<file path="src/rtl/uhps_defines.svh">
// constants for the host pipe status block
`ifndef UHPS_DEFINES_SVH
`define UHPS_DEFINES_SVH
// register offsets (byte addresses, 8-bit bus offsets as printed)
`define UHPS_OFS_EXT 5'h08
`define UHPS_OFS_BK0 5'h0A
`define UHPS_OFS_CTRL 5'h0C
`define UHPS_OFS_PST0 5'h0E
`define UHPS_OFS_BK1 5'h1A
`define UHPS_OFS_PST1 5'h1E
`define UHPS_OFS_IFLAG 5'h10
`define UHPS_OFS_IMASK 5'h12
`define UHPS_OFS_CMD 5'h14
// pipe control fields
`define UHPS_LIM_HI 15
`define UHPS_LIM_LO 12
`define UHPS_EP_HI 11
`define UHPS_EP_LO 8
`define UHPS_ADR_HI 6
`define UHPS_ADR_LO 0
// pipe status fields
`define UHPS_CNT_HI 7
`define UHPS_CNT_LO 5
`define UHPS_CRC16 4
`define UHPS_TOUT 3
`define UHPS_PID 2
`define UHPS_DPID 1
`define UHPS_TGL 0
// bank status fields
`define UHPS_BK_FLOW 1
`define UHPS_BK_CRC 0
// interrupt flag bits
`define UHPS_IRQ_ERR 0
`define UHPS_IRQ_FLOW 1
`define UHPS_IRQ_FRZ 2
`define UHPS_IRQ_W 3
// command register bits
`define UHPS_CMD_UNFRZ 0
`define UHPS_CMD_TOK 1
// reset value and error counter constants
`define UHPS_RST16 16'h0000
`define UHPS_CNT_ONE 3'h1
`define UHPS_CNT_MAX 3'h7
`endif

</file>
<file path="src/rtl/uhps_pkg.sv">
// types for the host pipe status block
package uhps_pkg;
    // one transaction outcome reported by the link engine
    typedef struct packed {
        logic valid;
        logic bank;
        logic iso;
        logic dir_in;
        logic nak;
        logic overrun;
        logic underflow;
        logic crc16;
        logic timeout;
        logic pid_err;
        logic dpid_err;
        logic toggle_err;
    } uhps_evt_t;
    // target presented to the link engine
    typedef struct packed {
        logic [6:0] dev_addr;
        logic [3:0] ep_num;
        logic [3:0] subtype;
        logic frozen;
    } uhps_tgt_t;
    // freeze state
    typedef enum logic [0:0] {
        UHPS_RUN = 1'b0,
        UHPS_FRZ = 1'b1
    } uhps_state_t;
endpackage

</file>
<file path="src/rtl/uhps_bank.sv">
// sticky flag pair for one bank
`timescale 1ns/1ps
`include "uhps_defines.svh"
module uhps_bank
    import uhps_pkg::*;
(
    // clock and reset
    input wire logic sys_clk,
    input wire logic rst_b,
    // event
    input wire uhps_evt_t evt,
    input wire logic sel,
    // software write
    input wire logic wr_en,
    input wire logic [1:0] wr_data,
    // state
    output logic [1:0] flags_ff
);
    logic set_flow;
    logic set_crc;
    logic [1:0] nxt_flags;
    // nak on non-iso, overrun on iso in, underflow on iso out
    assign set_flow = sel & evt.valid & ((~evt.iso & evt.nak) |
        (evt.iso & evt.dir_in & evt.overrun) |
        (evt.iso & ~evt.dir_in & evt.underflow));
    assign set_crc = sel & evt.valid & evt.iso & evt.dir_in &
        evt.crc16;
    // set wins over software write
    assign nxt_flags[`UHPS_BK_FLOW] = set_flow |
        (wr_en ? wr_data[`UHPS_BK_FLOW] : flags_ff[`UHPS_BK_FLOW]);
    assign nxt_flags[`UHPS_BK_CRC] = set_crc |
        (wr_en ? wr_data[`UHPS_BK_CRC] : flags_ff[`UHPS_BK_CRC]);
    always_ff @(posedge sys_clk or negedge rst_b)
    begin
        if (!rst_b)
            flags_ff <= 2'h0;
        else
            flags_ff <= nxt_flags;
    end
endmodule

</file>
<file path="src/rtl/uhps_ctrl.sv">
// host pipe targeting and error status registers
//
// Our own choice: the plain strobed port.
`timescale 1ns/1ps
`include "uhps_defines.svh"
//////////////////////////////////////////////////////////////////////////////
// Summary of operation
// - the extended-token subtype field is sent with the extension token.
// - a nak on a non-iso transfer sets that bank's flow error flag.
// - iso in overrun or iso out underflow sets the bank flow error flag.
// - a crc error on an iso in bank sets that bank's crc error flag.
// - the pipe freezes once the error count reaches a nonzero error limit.
// - transactions go to the endpoint held in the endpoint field.
// - transactions go to the device address held in the control field.
// - a read-only 3-bit counter keeps the number of erroring transactions, saturating at seven.
// - a crc16 error on in data sets the data crc error flag.
// - a response timeout sets the timeout error flag.
// - a failed pid check sets the pid error flag.
// - an invalid data pid sets the data pid error flag.
// - a data toggle mismatch sets the toggle error flag.
module uhps_ctrl
    import uhps_pkg::*;
(
    // clock and reset
    input wire logic sys_clk,
    input wire logic rst_b,
    // register port
    input wire logic [4:0] reg_addr,
    input wire logic [15:0] reg_wdata,
    input wire logic reg_wr,
    input wire logic reg_rd,
    output logic [15:0] reg_rdata_ff,
    // link engine side
    input wire uhps_evt_t evt,
    output uhps_tgt_t tgt_ff,
    output logic ext_token_ff,
    // interrupt
    output logic irq_ff
);
    //////////////////////////////////////////////////////////////////////////
    // decode
    function automatic logic hit(input logic [4:0] a, input logic [4:0] o);
        hit = (a == o);
    endfunction

    logic wr_ext;
    logic wr_bk0;
    logic wr_bk1;
    logic wr_ctrl;
    logic wr_pst0;
    logic wr_pst1;
    logic wr_iflag;
    logic wr_imask;
    logic wr_cmd;
    assign wr_ext = reg_wr & hit(reg_addr, `UHPS_OFS_EXT);
    assign wr_bk0 = reg_wr & hit(reg_addr, `UHPS_OFS_BK0);
    assign wr_bk1 = reg_wr & hit(reg_addr, `UHPS_OFS_BK1);
    assign wr_ctrl = reg_wr & hit(reg_addr, `UHPS_OFS_CTRL);
    assign wr_pst0 = reg_wr & hit(reg_addr, `UHPS_OFS_PST0);
    assign wr_pst1 = reg_wr & hit(reg_addr, `UHPS_OFS_PST1);
    assign wr_iflag = reg_wr & hit(reg_addr, `UHPS_OFS_IFLAG);
    assign wr_imask = reg_wr & hit(reg_addr, `UHPS_OFS_IMASK);
    assign wr_cmd = reg_wr & hit(reg_addr, `UHPS_OFS_CMD);

    //////////////////////////////////////////////////////////////////////////
    // control register and extended token subtype
    logic [15:0] ctrl_ff;
    logic [3:0] subtype_ff;
    always_ff @(posedge sys_clk or negedge rst_b)
    begin
        if (!rst_b)
        begin
            ctrl_ff <= `UHPS_RST16;
            subtype_ff <= 4'h0;
        end
        else
        begin
            if (wr_ctrl)
                ctrl_ff <= reg_wdata;
            if (wr_ext)
                subtype_ff <= reg_wdata[3:0];
        end
    end

    logic [3:0] err_limit;
    assign err_limit = ctrl_ff[`UHPS_LIM_HI:`UHPS_LIM_LO];

    //////////////////////////////////////////////////////////////////////////
    // bank flags
    logic [1:0] bk0_flags;
    logic [1:0] bk1_flags;
    uhps_bank u_bank0 (
        .sys_clk(sys_clk),
        .rst_b(rst_b),
        .evt(evt),
        .sel(~evt.bank),
        .wr_en(wr_bk0),
        .wr_data(reg_wdata[1:0]),
        .flags_ff(bk0_flags)
    );
    uhps_bank u_bank1 (
        .sys_clk(sys_clk),
        .rst_b(rst_b),
        .evt(evt),
        .sel(evt.bank),
        .wr_en(wr_bk1),
        .wr_data(reg_wdata[1:0]),
        .flags_ff(bk1_flags)
    );

    //////////////////////////////////////////////////////////////////////////
    // pipe error flags, set per transaction
    logic [4:0] err_set;
    logic any_err;
    assign err_set[`UHPS_CRC16] = evt.valid & evt.dir_in & evt.crc16;
    assign err_set[`UHPS_TOUT] = evt.valid & evt.timeout;
    assign err_set[`UHPS_PID] = evt.valid & evt.pid_err;
    assign err_set[`UHPS_DPID] = evt.valid & evt.dpid_err;
    assign err_set[`UHPS_TGL] = evt.valid & evt.toggle_err;
    assign any_err = |err_set;

    // writable low three flags; crc16 and timeout are read only
    logic wr_pst;
    logic [4:0] pst_ff;
    logic [4:0] nxt_pst;
    assign wr_pst = wr_pst0 | wr_pst1;
    genvar gi;
    generate
        for (gi = 0; gi < 5; gi++)
        begin : g_pst
            if (gi <= `UHPS_PID)
            begin : g_rw
                assign nxt_pst[gi] = err_set[gi] |
                    (wr_pst ? reg_wdata[gi] : pst_ff[gi]);
            end
            else
            begin : g_ro
                assign nxt_pst[gi] = err_set[gi] | pst_ff[gi];
            end
        end
    endgenerate

    //////////////////////////////////////////////////////////////////////////
    // error counter and freeze
    uhps_state_t state_ff;
    logic [2:0] cnt_ff;
    logic [2:0] nxt_cnt;
    logic unfreeze;
    logic freeze_now;
    logic tok_cmd;
    // command bits; both act only in the cycle of the write
    assign unfreeze = wr_cmd & reg_wdata[`UHPS_CMD_UNFRZ];
    assign tok_cmd = wr_cmd & reg_wdata[`UHPS_CMD_TOK];
    // saturating count of erroring transactions
    assign nxt_cnt = unfreeze ? 3'h0 :
        (any_err && cnt_ff != `UHPS_CNT_MAX) ?
        cnt_ff + `UHPS_CNT_ONE : cnt_ff;
    // a zero limit never freezes; the count saturates at seven, so a
    // limit above seven is never reached either
    assign freeze_now = (err_limit != 4'h0) &&
        ({1'b0, nxt_cnt} >= err_limit);
    always_ff @(posedge sys_clk or negedge rst_b)
    begin
        if (!rst_b)
        begin
            pst_ff <= 5'h00;
            cnt_ff <= 3'h0;
            state_ff <= UHPS_RUN;
        end
        else
        begin
            pst_ff <= nxt_pst;
            cnt_ff <= nxt_cnt;
            case (state_ff)
                UHPS_RUN: if (freeze_now) state_ff <= UHPS_FRZ;
                UHPS_FRZ: if (unfreeze) state_ff <= UHPS_RUN;
                default: state_ff <= UHPS_RUN;
            endcase
        end
    end

    //////////////////////////////////////////////////////////////////////////
    // target toward the link engine
    always_ff @(posedge sys_clk or negedge rst_b)
    begin
        if (!rst_b)
        begin
            tgt_ff <= '0;
            ext_token_ff <= 1'b0;
        end
        else
        begin
            tgt_ff.dev_addr <= ctrl_ff[`UHPS_ADR_HI:`UHPS_ADR_LO];
            tgt_ff.ep_num <= ctrl_ff[`UHPS_EP_HI:`UHPS_EP_LO];
            tgt_ff.subtype <= subtype_ff;
            tgt_ff.frozen <= (state_ff == UHPS_FRZ);
            ext_token_ff <= tok_cmd;
        end
    end

    //////////////////////////////////////////////////////////////////////////
    // interrupt flags, write one to clear, set wins
    logic [`UHPS_IRQ_W-1:0] iev;
    logic [`UHPS_IRQ_W-1:0] iflag_ff;
    logic [`UHPS_IRQ_W-1:0] imask_ff;
    logic flow_evt;
    // flow events of either bank raise the flow flag, crc events do not
    assign flow_evt = evt.valid & ((~evt.iso & evt.nak) |
        (evt.iso & evt.dir_in & evt.overrun) |
        (evt.iso & ~evt.dir_in & evt.underflow));
    assign iev[`UHPS_IRQ_ERR] = any_err;
    assign iev[`UHPS_IRQ_FLOW] = flow_evt;
    assign iev[`UHPS_IRQ_FRZ] = (state_ff == UHPS_RUN) & freeze_now;
    always_ff @(posedge sys_clk or negedge rst_b)
    begin
        if (!rst_b)
        begin
            iflag_ff <= 3'h0;
            imask_ff <= 3'h0;
            irq_ff <= 1'b0;
        end
        else
        begin
            iflag_ff <= iev | (iflag_ff &
                ~(wr_iflag ? reg_wdata[`UHPS_IRQ_W-1:0] : 3'h0));
            if (wr_imask)
                imask_ff <= reg_wdata[`UHPS_IRQ_W-1:0];
            irq_ff <= |(iflag_ff & imask_ff);
        end
    end

    //////////////////////////////////////////////////////////////////////////
    // read mux; both pipe status offsets show the one pipe and
    // unmapped offsets read as zero
    logic [15:0] pst_word;
    logic [15:0] rd_mux;
    assign pst_word = {8'h00, cnt_ff, pst_ff};
    assign rd_mux =
        hit(reg_addr, `UHPS_OFS_EXT) ? {12'h000, subtype_ff} :
        hit(reg_addr, `UHPS_OFS_BK0) ? {14'h0000, bk0_flags} :
        hit(reg_addr, `UHPS_OFS_BK1) ? {14'h0000, bk1_flags} :
        hit(reg_addr, `UHPS_OFS_CTRL) ? ctrl_ff :
        hit(reg_addr, `UHPS_OFS_PST0) ? pst_word :
        hit(reg_addr, `UHPS_OFS_PST1) ? pst_word :
        hit(reg_addr, `UHPS_OFS_IFLAG) ? {13'h0000, iflag_ff} :
        hit(reg_addr, `UHPS_OFS_IMASK) ? {13'h0000, imask_ff} :
        hit(reg_addr, `UHPS_OFS_CMD) ? {15'h0000, tgt_ff.frozen} :
        `UHPS_RST16;
    always_ff @(posedge sys_clk or negedge rst_b)
    begin
        if (!rst_b)
            reg_rdata_ff <= `UHPS_RST16;
        else if (reg_rd)
            reg_rdata_ff <= rd_mux;
        else
            reg_rdata_ff <= `UHPS_RST16;
    end
endmodule

</file>
<file path="config.mk">
export PLATFORM = sky130hd
export DESIGN_NAME = uhps_ctrl
export DESIGN_NICKNAME = d
export VERILOG_FILES = /design/src/rtl/uhps_pkg.sv /design/src/rtl/uhps_bank.sv /design/src/rtl/uhps_ctrl.sv
export VERILOG_INCLUDE_DIRS = /design/src /design/src/rtl
export SDC_FILE = /design/constraint.sdc
export NUM_CORES = 1
export LEC_CHECK = 0
export ABC_AREA = 0
export CORE_MARGIN = 3
export CORE_UTILIZATION = 35
export DETAILED_ROUTE_END_ITERATION = 12
export DONT_BUFFER_PORTS = 1
export REMOVE_ABC_BUFFERS = 1
export SKIP_CTS_REPAIR_TIMING = 1
export SLEW_MARGIN = 30
export SYNTH_ARGS = -nofsm -noshare
export SYNTH_HDL_FRONTEND = slang
export SYNTH_SLANG_ARGS = --single-unit
export TNS_END_PERCENT = 5
</file>
<file path="constraint.sdc">
create_clock -name sys_clk -period 7.82 [get_ports sys_clk]
set_input_delay 1.955 -clock sys_clk [delete_from_list [all_inputs] [get_ports sys_clk]]
set_output_delay 1.955 -clock sys_clk [all_outputs]
set_load 0.01 [all_outputs]
</file>
==> flow_summary.yaml <==
floorplan:
  chipWidth_um: 99.5
  initial_core_utilization_pct: 36.7
  pin_count: 71
  dieArea_mm2: 0.00990
  die-height_um: 99.5
  floorplan.core_area_mm2: 0.00834
  placement_rows: 33
clock_tree:
  cts_sinks: 73
  clkLatencyLatePin_ns: 0.34
  cts_tree: "built"
  ctsHtreeMaxLevel: 3
  clockRootBuffer: "clkbuf_8"
  cts_buffers: 9
  path_clk_slew_ns: 0.08
  max-clock-path-buffers: 2
yosys:
  yosys_most_used_dff: "dfrtp_1"
  synth-seq-cells: 73
  post_synthesis_cell_count: 234
  synth_async_sr_flop_share_pct: 100
  yosysUniqueCellTypes: 48
  yosys.area.top_type_share_pct: 59.7
  synth_area_leaders: "dfrtp_1, mux2_2, mux2_4"
  number_of_enable_flip_flop_cells_after_synthesis: 0
  yosys.cell_count.top_type: "dfrtp_1"
  yosys_warnings: 0
  synth.cells.most_frequent: "dfrtp_1, mux2_2, nor2_1"
  library_cell_with_the_largest_summed_area_after_synthesis: "dfrtp_1"
  synthesis.area_mm2: 0.00306
  syn_area_per_cell_um2: 13.1
  synth_sequential_area_ratio_pct: 59.7
place:
  gp_congestion: 0.765
  place.port_buffers: 0
  dp_worst_setup_slack_ns: 3.52
  place.detailed.hpwl_mm: 4.62
sta:
  timing.max_slew.rel_slack_pct: 54.1
  finalHoldViolCount: 0
  worst_setup_slack_after_layout_ns: 3.87
  period_share_pct: 50.5
  unrepaired_setup_endpoints_after_global_routing: "no"
  setup_viol: 0
  top_achievable_clock_speed_ghz: 0.253
  setup-tns-final_ns: 0
  clock-skew-final_ns: 0.00877
  max_slew.worst_pin.slew_ns: 0.686
  timing.final.crit_period_ns: 3.95
  report.final.slew_viol_count: 0
setup_path:
  worst-endpoint-required_ns: 8.05
  cp-start-kind: "input port"
  timing.setup.critical_path_class: "input port to register"
  worstPathArrival_ns: 4.18
  critical_path.reg2reg.startpoint: "cnt_ff[0]"
  cp_startpoint: "evt[2]"
  critPathMaxFanout: 3
  worstSetupEndpointType: "register"
run:
  max-cap-violations: 0
pwr:
  peakVddDrop_v: 0.000100
  power.static_leakage_nw: 1.55
  pwr_density_cell_mw_per_mm2: 275
global_route:
  grtUsageTotal_pct: 14.2
  maximum_number_of_pins_on_one_net_before_global_route_repair: 74
  global_route_wire_length_before_repair_mm: 10.7
  vias_in_the_first_global_route: 1887
  number_of_antenna_violations_at_the_first_check_in_global_routing: 0
  global_route.overflow_total: 0
detailed_routing:
  drt.antenna.violating_nets: 0
  drc_errors: 0
  first_iter_violations: 76
  avg_wl_per_cell_um: 19.3
  vias_per_cell: 5.36
  totalWireLength_mm: 6.66
  drtPass1Iterations: 5
  vias: 1849
final_layout:
  area_growth_syn_to_layout_pct: 9.73
  nNetsFinal: 277
  post_route_cells_drive_above_1_share_pct: 20.4
  antenna_cells_inserted: 0
min_path:
  min_from: "ctrl_ff[10]"
  worst_hold_path_type: "register to register"
outcome:
  outcome: "complete, no violations"
-- worst paths after layout --
kind	end	slack, ns	cells after the start
max	state_ff	3.87	9
min	tgt_ff[7]	0.40	0
max reg2reg	state_ff	5.18	11
min reg2reg	tgt_ff[7]	0.40	0
max in group asynchronous	iflag_ff[1]	6.41	0
min in group asynchronous	tgt_ff[12]	1.30	0
-- cells by family (layout without fill, tap and decap cells) --
family | Yosys count | after routing | share of synthesized area (%)
DFF | 73 | 73 | 59.7
and+or+nand+nor | 67 | 67 | 13.4
AOI/OAI and AO/OA | 37 | 37 | 8.55
muxes | 34 | 34 | 13.4
buffers and inverters | 17 | 23 | 2.62
adders and majority gates | 5 | 5 | 2.04
xor gates and xnor gates | 1 | 1 | 0.286
-- worst max-delay path, stage by stage --
cell and delay [ns]:
nor4_1 0.59, a21oi_1 0.27, xnor2_1 0.19, or2_2 0.29, ha_1 0.26, nand2b_1 0.13, a211oi_1 0.22, nor3_1 0.10
a21o_1 0.16
-- stage by stage --
stage	util, %	cell area (um^2)	power (mW)	instances	hold WS [ns]
floorplan	-	3010	0.578	224	0.367
global placement	37.6	3140	0.606	329	0.375
detailed placement	37.6	3140	0.609	329	0.381
CTS	40.3	3360	0.938	345	0.401
global route	40.3	3360	0.973	345	0.416
finish	40.3	3360	0.924	345	0.401
-- area by class of cell --
type	count	area, um^2
Clock buffer	11	141
Clock inverter	5	78.8
Fill cell	792	4980
Inverter	7	26.3
Multi-Input combinational cell	144	1150
Sequential cell	73	1830
Tap cell	105	131
-- layer usage --
metal / wire length (um) / up-vias / GRT usage, % / part of all wire (%)
met5: 0 / - / 0 / 0
met4: 104 / 0 / 5.78 / 1.6
met3: 476 / 11 / 5.05 / 7.1
met2: 3200 / 61 / 22.4 / 48
met1: 2880 / 926 / 17.8 / 43
li1: - / 851 / - / -
-- where the power goes --
group	internal (mW)	switching, mW	total [mW]
logic	0.0653	0.0443	0.110
registers	0.438	0.0507	0.488
clock network	0.188	0.138	0.326
total	0.691	0.233	0.924
-- registers in the layout, summed over array words and instances, names as in the netlist --
register          flops
ctrl_ff              16
reg_rdata_ff         16
tgt_ff               16
pst_ff                5
subtype_ff            4
cnt_ff                3
iflag_ff              3
imask_ff              3
u_bank0.flags_ff      2
u_bank1.flags_ff      2
ext_token_ff          1
irq_ff                1
state_ff              1
-- cells in the final DEF (no fill, tap or decap), types with 2 or more instances in the layout --
cell type   n
clkbuf_8   10
nand2b_4    2
inv_1       7
nor3_1      3
nor4_1      2
nor2_1     12
clkinv_2    2
a22oi_1     5
bufinv_16   2
mux2i_1     8
and2_1      2
a21o_1      4
ha_1        5
a21oi_1     5
nand3b_1    2
o21ai_0     8
nand2b_1    3
a221o_1     3
mux2_2     16
o221ai_1    3
dfrtp_1    73
a31oi_1     2
mux2_4     10
nand2_1    10
and3_1     11
nand3_1     7
Note: power is estimated with default switching activity, not from simulation.
